--- src/common/opdec_params.svh ---
// named constants for the operand addressing mode decoder
// assumes inclusion by bare name from package and design files
`ifndef OPDEC_PARAMS_SVH
`define OPDEC_PARAMS_SVH
// ------------------------------------------------------------
// field widths
// ------------------------------------------------------------
`define OPD_REG_W     4
`define OPD_LIT_W     16
`define OPD_LIT8_W    8
`define OPD_HOLD_W    14
`define OPD_STEP_W    3
// ------------------------------------------------------------
// prefetch pointer register numbers
// ------------------------------------------------------------
`define OPD_XPTR_A    4'h8
`define OPD_XPTR_B    4'h9
`define OPD_YPTR_A    4'ha
`define OPD_YPTR_B    4'hb
// ------------------------------------------------------------
// post-modify steps in bytes
// ------------------------------------------------------------
`define OPD_STEP_0    3'h0
`define OPD_STEP_2    3'h2
`define OPD_STEP_4    3'h4
`define OPD_STEP_6    3'h6
`endif

--- src/common/opdec_pkg.sv ---
// types shared by the operand decoder and its bench
// assumes opdec_params.svh is on the include path
package opdec_pkg;
`include "opdec_params.svh"
   // ------------------------------------------------------------
   // instruction classes
   // ------------------------------------------------------------
   typedef enum logic [2:0] {
      CLS_NOP    = 3'h0,
      CLS_MOVE   = 3'h1,
      CLS_DSP    = 3'h2,
      CLS_BRANCH = 3'h3,
      CLS_HOLD   = 3'h4,
      CLS_UNLINK = 3'h5,
      CLS_INT    = 3'h6
   } op_class_type;
   // general addressing modes
   typedef enum logic [2:0] {
      AM_DIRECT  = 3'h0,
      AM_IND     = 3'h1,
      AM_POST    = 3'h2,
      AM_PRE     = 3'h3,
      AM_INDEXED = 3'h4,
      AM_LITOFS  = 3'h5,
      AM_LIT8    = 3'h6,
      AM_LIT16   = 3'h7
   } addr_mode_type;
   // dual-source pointer modes
   typedef enum logic [2:0] {
      DM_IND     = 3'h0,
      DM_PM2     = 3'h1,
      DM_PM4     = 3'h2,
      DM_PM6     = 3'h3,
      DM_INDEXED = 3'h4
   } dsp_mode_type;
   // ------------------------------------------------------------
   // request from fetch, result to execute
   // ------------------------------------------------------------
   typedef struct packed {
      logic                   valid;
      op_class_type           opClass;
      addr_mode_type          srcMode;
      addr_mode_type          dstMode;
      logic [`OPD_REG_W-1:0]  srcReg;
      logic [`OPD_REG_W-1:0]  dstReg;
      logic [`OPD_REG_W-1:0]  offsetReg;
      logic [`OPD_REG_W-1:0]  xReg;
      dsp_mode_type           xMode;
      logic [`OPD_REG_W-1:0]  yReg;
      dsp_mode_type           yMode;
      logic [`OPD_LIT_W-1:0]  literal;
   } dec_req_type;
   typedef struct packed {
      logic                   valid;
      logic                   illegal;
      op_class_type           opClass;
      addr_mode_type          srcMode;
      addr_mode_type          dstMode;
      logic [`OPD_REG_W-1:0]  srcReg;
      logic [`OPD_REG_W-1:0]  dstReg;
      logic [`OPD_REG_W-1:0]  offsetReg;
      logic                   offsetUsed;
      logic                   xAguEn;
      logic [`OPD_REG_W-1:0]  xAguReg;
      logic [`OPD_STEP_W-1:0] xStep;
      logic                   xIndexed;
      logic                   yAguEn;
      logic [`OPD_REG_W-1:0]  yAguReg;
      logic [`OPD_STEP_W-1:0] yStep;
      logic                   yIndexed;
      logic                   immValid;
      logic                   immSigned;
      logic [`OPD_LIT_W-1:0]  immValue;
      logic                   implied;
      logic                   operandActive;
   } dec_res_type;
endpackage : opdec_pkg

--- src/verilog/operand_address_mode_decode.sv ---
// operand addressing mode decode and check, one stage
// assumes fetch presents decoded fields on clk, same domain
// assumes ce low holds every output through a pipeline stall
// assumes execute traps any result flagged illegal
//
// Function
// - move source and destination modes are chosen independently
// - one 4-bit offset register field serves both move sides
// - move class supports indexed mode beside the common integer modes
// - move class supports literal offset and 8/16-bit literal operands
// - dual-source pointers limited to the two X and two Y pointers
// - X pointers go to X address generator, Y pointers to Y
// - dual-source indexed mode only on second X and second Y pointer
// - dual-source supports indirect and post-modify by 2, 4 or 6
// - branch target comes from a signed 16-bit literal
// - interrupt hold decodes an unsigned 14-bit literal
// - frame unlink operands are implied by the opcode
// - no-operation has no operands and no address activity
`timescale 1ns/1ps
`include "opdec_params.svh"
module operand_address_mode_decode #(
   parameter int OFFSET_BITS = 4
) (
   input  wire logic                  clk,
   input  wire logic                  sys_rst,
   input  wire logic                  ce,
   input  wire opdec_pkg::dec_req_type req,
   output      opdec_pkg::dec_res_type res
);
   import opdec_pkg::*;

   // ------------------------------------------------------------
   // elaboration check
   // ------------------------------------------------------------
   // the struct carries a fixed field, so other widths cannot work
   if (OFFSET_BITS != `OPD_REG_W) begin : g_bad_width
      $error("OFFSET_BITS must equal the register field width");
   end

   // ------------------------------------------------------------
   // class decode
   // ------------------------------------------------------------
   wire logic isMove   = req.opClass == CLS_MOVE;
   wire logic isDsp    = req.opClass == CLS_DSP;
   wire logic isBranch = req.opClass == CLS_BRANCH;
   wire logic isHold   = req.opClass == CLS_HOLD;
   wire logic isUnlink = req.opClass == CLS_UNLINK;
   wire logic isInt    = req.opClass == CLS_INT;
   wire logic isNop    = req.opClass == CLS_NOP;
   wire logic classOk  = isMove | isDsp | isBranch | isHold
                       | isUnlink | isInt | isNop;

   // ------------------------------------------------------------
   // general operand mode checks
   // ------------------------------------------------------------
   // common integer modes stop at pre-modify
   wire logic srcCommon = req.srcMode <= AM_PRE;
   wire logic dstCommon = req.dstMode <= AM_PRE;
   // limitation: every source code is a mode, so nothing is refused here
   // move source takes any mode; each side checked on its own
   wire logic moveSrcOk = 1'b1;
   // a literal cannot be written, so it is refused as destination
   wire logic moveDstOk = req.dstMode != AM_LIT8
                        && req.dstMode != AM_LIT16;
   wire logic moveOk    = moveSrcOk & moveDstOk;
   wire logic intOk     = srcCommon & dstCommon;
   // shared offset field, normally used by one side only
   wire logic offsetUse = isMove & (req.srcMode == AM_INDEXED
                        | req.dstMode == AM_INDEXED);

   // ------------------------------------------------------------
   // dual-source pointer checks
   // ------------------------------------------------------------
   wire logic xRegOk = req.xReg == `OPD_XPTR_A
                     | req.xReg == `OPD_XPTR_B;
   wire logic yRegOk = req.yReg == `OPD_YPTR_A
                     | req.yReg == `OPD_YPTR_B;
   wire logic xIdx   = req.xMode == DM_INDEXED;
   wire logic yIdx   = req.yMode == DM_INDEXED;
   // indexed only on the second pointer of each side
   wire logic xModeOk = req.xMode <= DM_PM6
                      | (xIdx & req.xReg == `OPD_XPTR_B);
   wire logic yModeOk = req.yMode <= DM_PM6
                      | (yIdx & req.yReg == `OPD_YPTR_B);
   wire logic dspOk   = xRegOk & yRegOk & xModeOk & yModeOk;

   // ------------------------------------------------------------
   // legality and step selection
   // ------------------------------------------------------------
   wire logic legal = classOk & (isMove ? moveOk
                    : isDsp ? dspOk
                    : isInt ? intOk : 1'b1);

   // post-modify step in bytes per pointer mode
   function automatic logic [`OPD_STEP_W-1:0] stepOf(input dsp_mode_type m);
      logic [`OPD_STEP_W-1:0] s;
      s = `OPD_STEP_0;
      case (m)
         DM_PM2:  s = `OPD_STEP_2;
         DM_PM4:  s = `OPD_STEP_4;
         DM_PM6:  s = `OPD_STEP_6;
         default: s = `OPD_STEP_0;
      endcase
      return s;
   endfunction : stepOf

   wire logic dspGo = isDsp & legal;
   // X pointers only ever reach the X generator, Y only the Y one
   wire logic [`OPD_REG_W-1:0]  xRoute = dspGo ? req.xReg : '0;
   wire logic [`OPD_REG_W-1:0]  yRoute = dspGo ? req.yReg : '0;
   wire logic [`OPD_STEP_W-1:0] xStepV = dspGo ? stepOf(req.xMode) : `OPD_STEP_0;
   wire logic [`OPD_STEP_W-1:0] yStepV = dspGo ? stepOf(req.yMode) : `OPD_STEP_0;

   // ------------------------------------------------------------
   // immediate field
   // ------------------------------------------------------------
   wire logic moveLit8  = isMove & req.srcMode == AM_LIT8;
   wire logic moveLit16 = isMove & req.srcMode == AM_LIT16;
   wire logic [`OPD_LIT_W-1:0] lit8Ext =
      {{(`OPD_LIT_W-`OPD_LIT8_W){1'b0}}, req.literal[`OPD_LIT8_W-1:0]};
   wire logic [`OPD_LIT_W-1:0] holdExt =
      {{(`OPD_LIT_W-`OPD_HOLD_W){1'b0}}, req.literal[`OPD_HOLD_W-1:0]};
   wire logic immV = legal & (isBranch | isHold | moveLit8 | moveLit16);
   wire logic [`OPD_LIT_W-1:0] immSel =
      isBranch  ? req.literal
    : isHold    ? holdExt
    : moveLit8  ? lit8Ext
    : moveLit16 ? req.literal : '0;

   // ------------------------------------------------------------
   // assembled next result
   // ------------------------------------------------------------
   // nop and unlink carry no explicit operand fields
   wire logic explicitOps = legal & (isMove | isInt);
   dec_res_type next_res;
   always_comb begin
      next_res               = '0;
      next_res.valid         = req.valid;
      next_res.illegal       = req.valid & ~legal;
      next_res.opClass       = req.opClass;
      next_res.srcMode       = explicitOps ? req.srcMode : AM_DIRECT;
      next_res.dstMode       = explicitOps ? req.dstMode : AM_DIRECT;
      next_res.srcReg        = explicitOps ? req.srcReg : '0;
      next_res.dstReg        = explicitOps ? req.dstReg : '0;
      next_res.offsetReg     = offsetUse & legal ? req.offsetReg : '0;
      next_res.offsetUsed    = offsetUse & legal;
      next_res.xAguEn        = dspGo;
      next_res.xAguReg       = xRoute;
      next_res.xStep         = xStepV;
      next_res.xIndexed      = dspGo & xIdx;
      next_res.yAguEn        = dspGo;
      next_res.yAguReg       = yRoute;
      next_res.yStep         = yStepV;
      next_res.yIndexed      = dspGo & yIdx;
      next_res.immValid      = immV;
      next_res.immSigned     = isBranch;
      next_res.immValue      = immV ? immSel : '0;
      next_res.implied       = isUnlink;
      next_res.operandActive = legal & ~isNop & ~isBranch & ~isHold;
   end

   // ------------------------------------------------------------
   // output register
   // ------------------------------------------------------------
   // one stage keeps outputs glitch free for the execute stage
   always_ff @(posedge clk or posedge sys_rst) begin
      if (sys_rst) begin
         res <= '0;
      end else if (ce) begin
         res <= next_res;
      end
   end

   wire logic step = ce & req.valid;
endmodule : operand_address_mode_decode

--- config.mk ---
export PLATFORM = sky130hd
export DESIGN_NAME = operand_address_mode_decode
export DESIGN_NICKNAME = d
export VERILOG_FILES = /design/src/common/opdec_pkg.sv /design/src/verilog/operand_address_mode_decode.sv
export VERILOG_INCLUDE_DIRS = /design/src /design/src/common
export SDC_FILE = /design/constraint.sdc
export NUM_CORES = 1
export LEC_CHECK = 0
export ABC_AREA = 1
export BUFFER_PORTS_ARGS = -buffer_cell sky130_fd_sc_hd__buf_2
export CORE_ASPECT_RATIO = 1.75
export CORE_MARGIN = 1.5
export CORE_UTILIZATION = 45
export DETAILED_ROUTE_END_ITERATION = 10
export PLACE_DENSITY = 0.72
export SLEW_MARGIN = 20
export SYNTH_ARGS = -nofsm -noshare
export SYNTH_HDL_FRONTEND = slang
export SYNTH_SLANG_ARGS = --single-unit
--- constraint.sdc ---
create_clock -name clk -period 4.28 [get_ports clk]
set_input_delay 0.642 -clock clk [delete_from_list [all_inputs] [get_ports clk]]
set_output_delay 0.642 -clock clk [all_outputs]
set_load 0.02 [all_outputs]
After elaboration in Yosys (flattened, before gate mapping). Index checks and enable logic that the tools add are counted.

$lt $le $gt $ge: 4. Equal/unequal tests: 24. Muxes and demuxes: 19. Bitwise operators: 39. Reductions and logical operators: 2.

Operators by type and width (count): 16-bit 2-to-1 mux (5); 3-bit == test (second input constant) (9); 1-bit AND (20); 4-bit 2-to-1 mux (5); 3-bit by 2-bit == test with 1-bit output (second input constant) (6); 3-bit case mux with 3 select lines (2); 4-bit == test (second input constant) (4); 1-bit bitwise OR (15); 3-bit by 2-bit <= comparator with 1-bit output (second input constant) (4); 3-bit 2-to-1 mux (4); 3-bit by 1-bit == test with 1-bit output (second input constant) (3); 3-bit != test (second input constant) (2); 1-bit NOT (4); 3-bit zero test (1); 1-bit 2-to-1 mux (3); 1-bit logical AND (1).

Flip-flop bits (word level): 61. Input port bits: 55.

Depth between registers and ports, before layout.
Word-level depth: 11. Mapped depth: 10.

Worst setup path after synthesis. No wires, ideal clock.

Kind: input to register. Start: in ce. End: reg res[43] (netlist bit). Library setup time: 0.075 ns. Arrival time: 1.593 ns. Slack: 2.611 ns. Cell stages on the path: 5. Path buffers: 3. Cell sequence: clkbuf_1 clkbuf_1 clkbuf_1 nand2_1 o21bai_2.

RTL lines: start, declared (RTL line operand_address_mode_decode.sv:26) `input wire logic ce,`; end signal, assigned (RTL line operand_address_mode_decode.sv:170) `res <= next_res;`; end, declared (RTL line operand_address_mode_decode.sv:28) `output opdec_pkg::dec_res_type res`.

==> flow_summary.yaml <==
final_layout:
  multi_input_area_um2: 1151
  drive_gt1_share_pct: 36.92
  n_fill_cell: 607
  final_nets: 505
  top_register: "res"
  layout.area.seq_um2: 1476
  fin_area_um2: 3787
  area_growth_pct: 28.05
  largest_register_ffs: 59
  reg_top3: "res (59)"
  diodes: 0
clocking:
  cts_tree: "done"
  clock_sinks: 59
  h-tree-depth: 3
  postCtsHoldBufs: 0
  clock_path_buffers: 2
  root_buffer: "clkbuf_8"
  post_cts_buffers: 0
  cts_buffers: 9
  cts.clk_slew.worst_paths_ns: 0.07
  insertion_delay_ns: 0.32
  ctsResizeCount: 0
floorplan:
  die_w_um: 64.29
  fp-row-count: 38
  dieArea_um2: 7087
  die_y_um: 110.3
  coreArea_um2: 6276
  initial_core_util_pct: 47.13
  pin_count: 117
global_routing:
  grt_pass1_wl_um: 10590
  grt_max_degree: 61
  overflow: 0
  grt_pass1_vias: 2407
  antenna_found_initial: 0
  track_usage_pct: 19.66
critical_path:
  r2r-start: "res[48]"
  cp-end-kind: "register"
  critical_path_depth: 6
  max_stage_delay_ns: 0.49
  r2r_cells: 3
  crit_slowest_cell: "inv_1"
  crit_end: "res[14]"
  cp-start-kind: "input pin"
  path_buf_inv: 3
  r2r-end: "res[48]"
  cp.required_ns: 4.52
  critPathLaunch: "ce"
  reg2reg_slack_ns: 3.49
  path_cells: "buf_2 -> buf_4 -> inv_1 -> a21oi_4 -> nand4_4 -> o21bai_1"
  crit_family: "buffers and inverters"
  arrival_ns: 2.70
  crit_type: "in -> reg"
  crit_fanout: 60
drt:
  ant_nets: 0
  drt-total-wl_um: 6523
  drc: 0
  first_pass_iters: 4
  drt_iter0_markers: 107
  via_per_inst: 4.568
  vias: 2444
  wire_per_inst_um: 12.19
yosys:
  avgSynthCellArea_um2: 8.777
  synth.distinct_cells: 25
  yosysWarnings: 0
  syn_area_um2: 2958
  syn_inst: 337
  yosysSeqAreaShare_pct: 49.92
  synth-seq-cells: 59
sta:
  tns_ns: 0
  fmaxAchievable_ghz: 0.4067
  fin_skew_ns: 0
  layout_setup_ws_ns: 1.821
  period_share_pct: 57.45
  hold_viol_final: 0
  setup_viol: 0
  max_slew_margin_pct: 49.71
  worstMarginPinSlew_ns: 0.7543
  period_minus_slack_ns: 2.459
  rsz0062_at_grt: "false"
  maxSlewViolCount: 0
placement:
  place_area_um2: 3561
  gp_congestion: 0.7800
  dp_worst_setup_slack_ns: 1.471
  io_buffers: 114
  dp_hpwl_um: 4783
power:
  p_leak_nw: 2.212
  pwr_density_cell_nw_per_um2: 362.6
  irDropWorstVdd_uv: 280.6
min_path:
  hold_path.class: "reg -> reg"
run_status:
  status: "completed"
run:
  cap_violations: 0
[cell families after synthesis]
group                  synth area share [%]
AO/OA/AOI/OAI                         17.85
buffers and inverters                 11.29
flip-flops                            49.92
other                                0.1268
AND/OR/NAND/NOR                       20.81
[Yosys cell counts, drive strengths merged]
cell     n  area, um^2
a22o     1       8.760
nand3   10       50.05
o21bai  40       461.7
inv     66       247.7
nand4    4       52.55
nand2   77       291.5
o21ai    6       33.78
dfrtp   59        1476
nor2    55       216.5
conb     1       3.750
nor3     1       5.000
a21oi    1       16.27
o31ai    1       7.510
buf      6       52.55
clkbuf   9       33.78
[tightest hold or removal path: stages, from the launching register on]
cell and delay, ns:
dfrtp_1 0.34, nand2_1 0.05, nand2_1 0.05
[stage by stage]
step                      hold WS, ns  instances  power, mW  utilization (%)
after floorplan                0.5795        338     0.7458                -
after global placement         0.4550        519     0.8173            56.74
after detailed placement       0.4573        519     0.8206            56.74
after CTS                      0.4729        535      1.394            60.35
after global routing           0.5021        535      1.440            60.35
final                          0.4698        535      1.373            60.35
[how the worst min path moves through the flow]
stage / endpoint / slack [ns] / start / cells past startpoint
global route: res[58] / 0.50 / res[58] / 2
floorplan: res[26] / 0.58 / res[26] / 2
CTS: res[59] / 0.47 / res[59] / 2
detailed placement: res[58] / 0.46 / res[58] / 2
finish: res[59] / 0.47 / res[59] / 2
global placement: res[61] / 0.45 / res[61] / 2
[layout make-up]
class | count | area share (%)
multi-input cells | 198 | 30.39
inverters | 66 | 6.541
repair buffers | 116 | 15.46
well taps | 80 | 2.643
clock inverters | 5 | 1.982
clock buffers | 11 | 3.997
flip-flops and latches | 59 | 38.98
[cells in the final DEF (no fill, tap or decap)]
cell type	n
a21oi_4	1
a22o_1	1
buf_2	114
buf_4	2
bufinv_16	2
clkbuf_8	11
clkinv_2	3
conb_1	2
dfrtp_1	59
inv_1	63
inv_2	3
nand2_1	76
nand2_2	1
nand3_1	10
nand4_1	1
nand4_2	2
nand4_4	1
nor2_1	53
nor2_2	1
nor2_4	1
nor3_1	1
o21ai_0	5
o21ai_2	1
o21bai_1	15
o21bai_2	16
o21bai_4	9
o31ai_1	1
[metal layers]
metal / global-route usage, % / wire length, um / vias up
met5: 0 / 0 / -
met3: 5.685 / 341 / 8
met1: 22.36 / 2603 / 1132
li1: - / - / 1232
met2: 34.15 / 3443 / 72
met4: 8.663 / 134 / 0
[where the power goes]
part | internal [mW] | total (mW) | switching, mW
logic | 0.0746 | 0.207 | 0.133
clock network | 0.356 | 0.566 | 0.209
registers | 0.585 | 0.600 | 0.0148
Note: power is estimated with default switching activity, not from simulation.
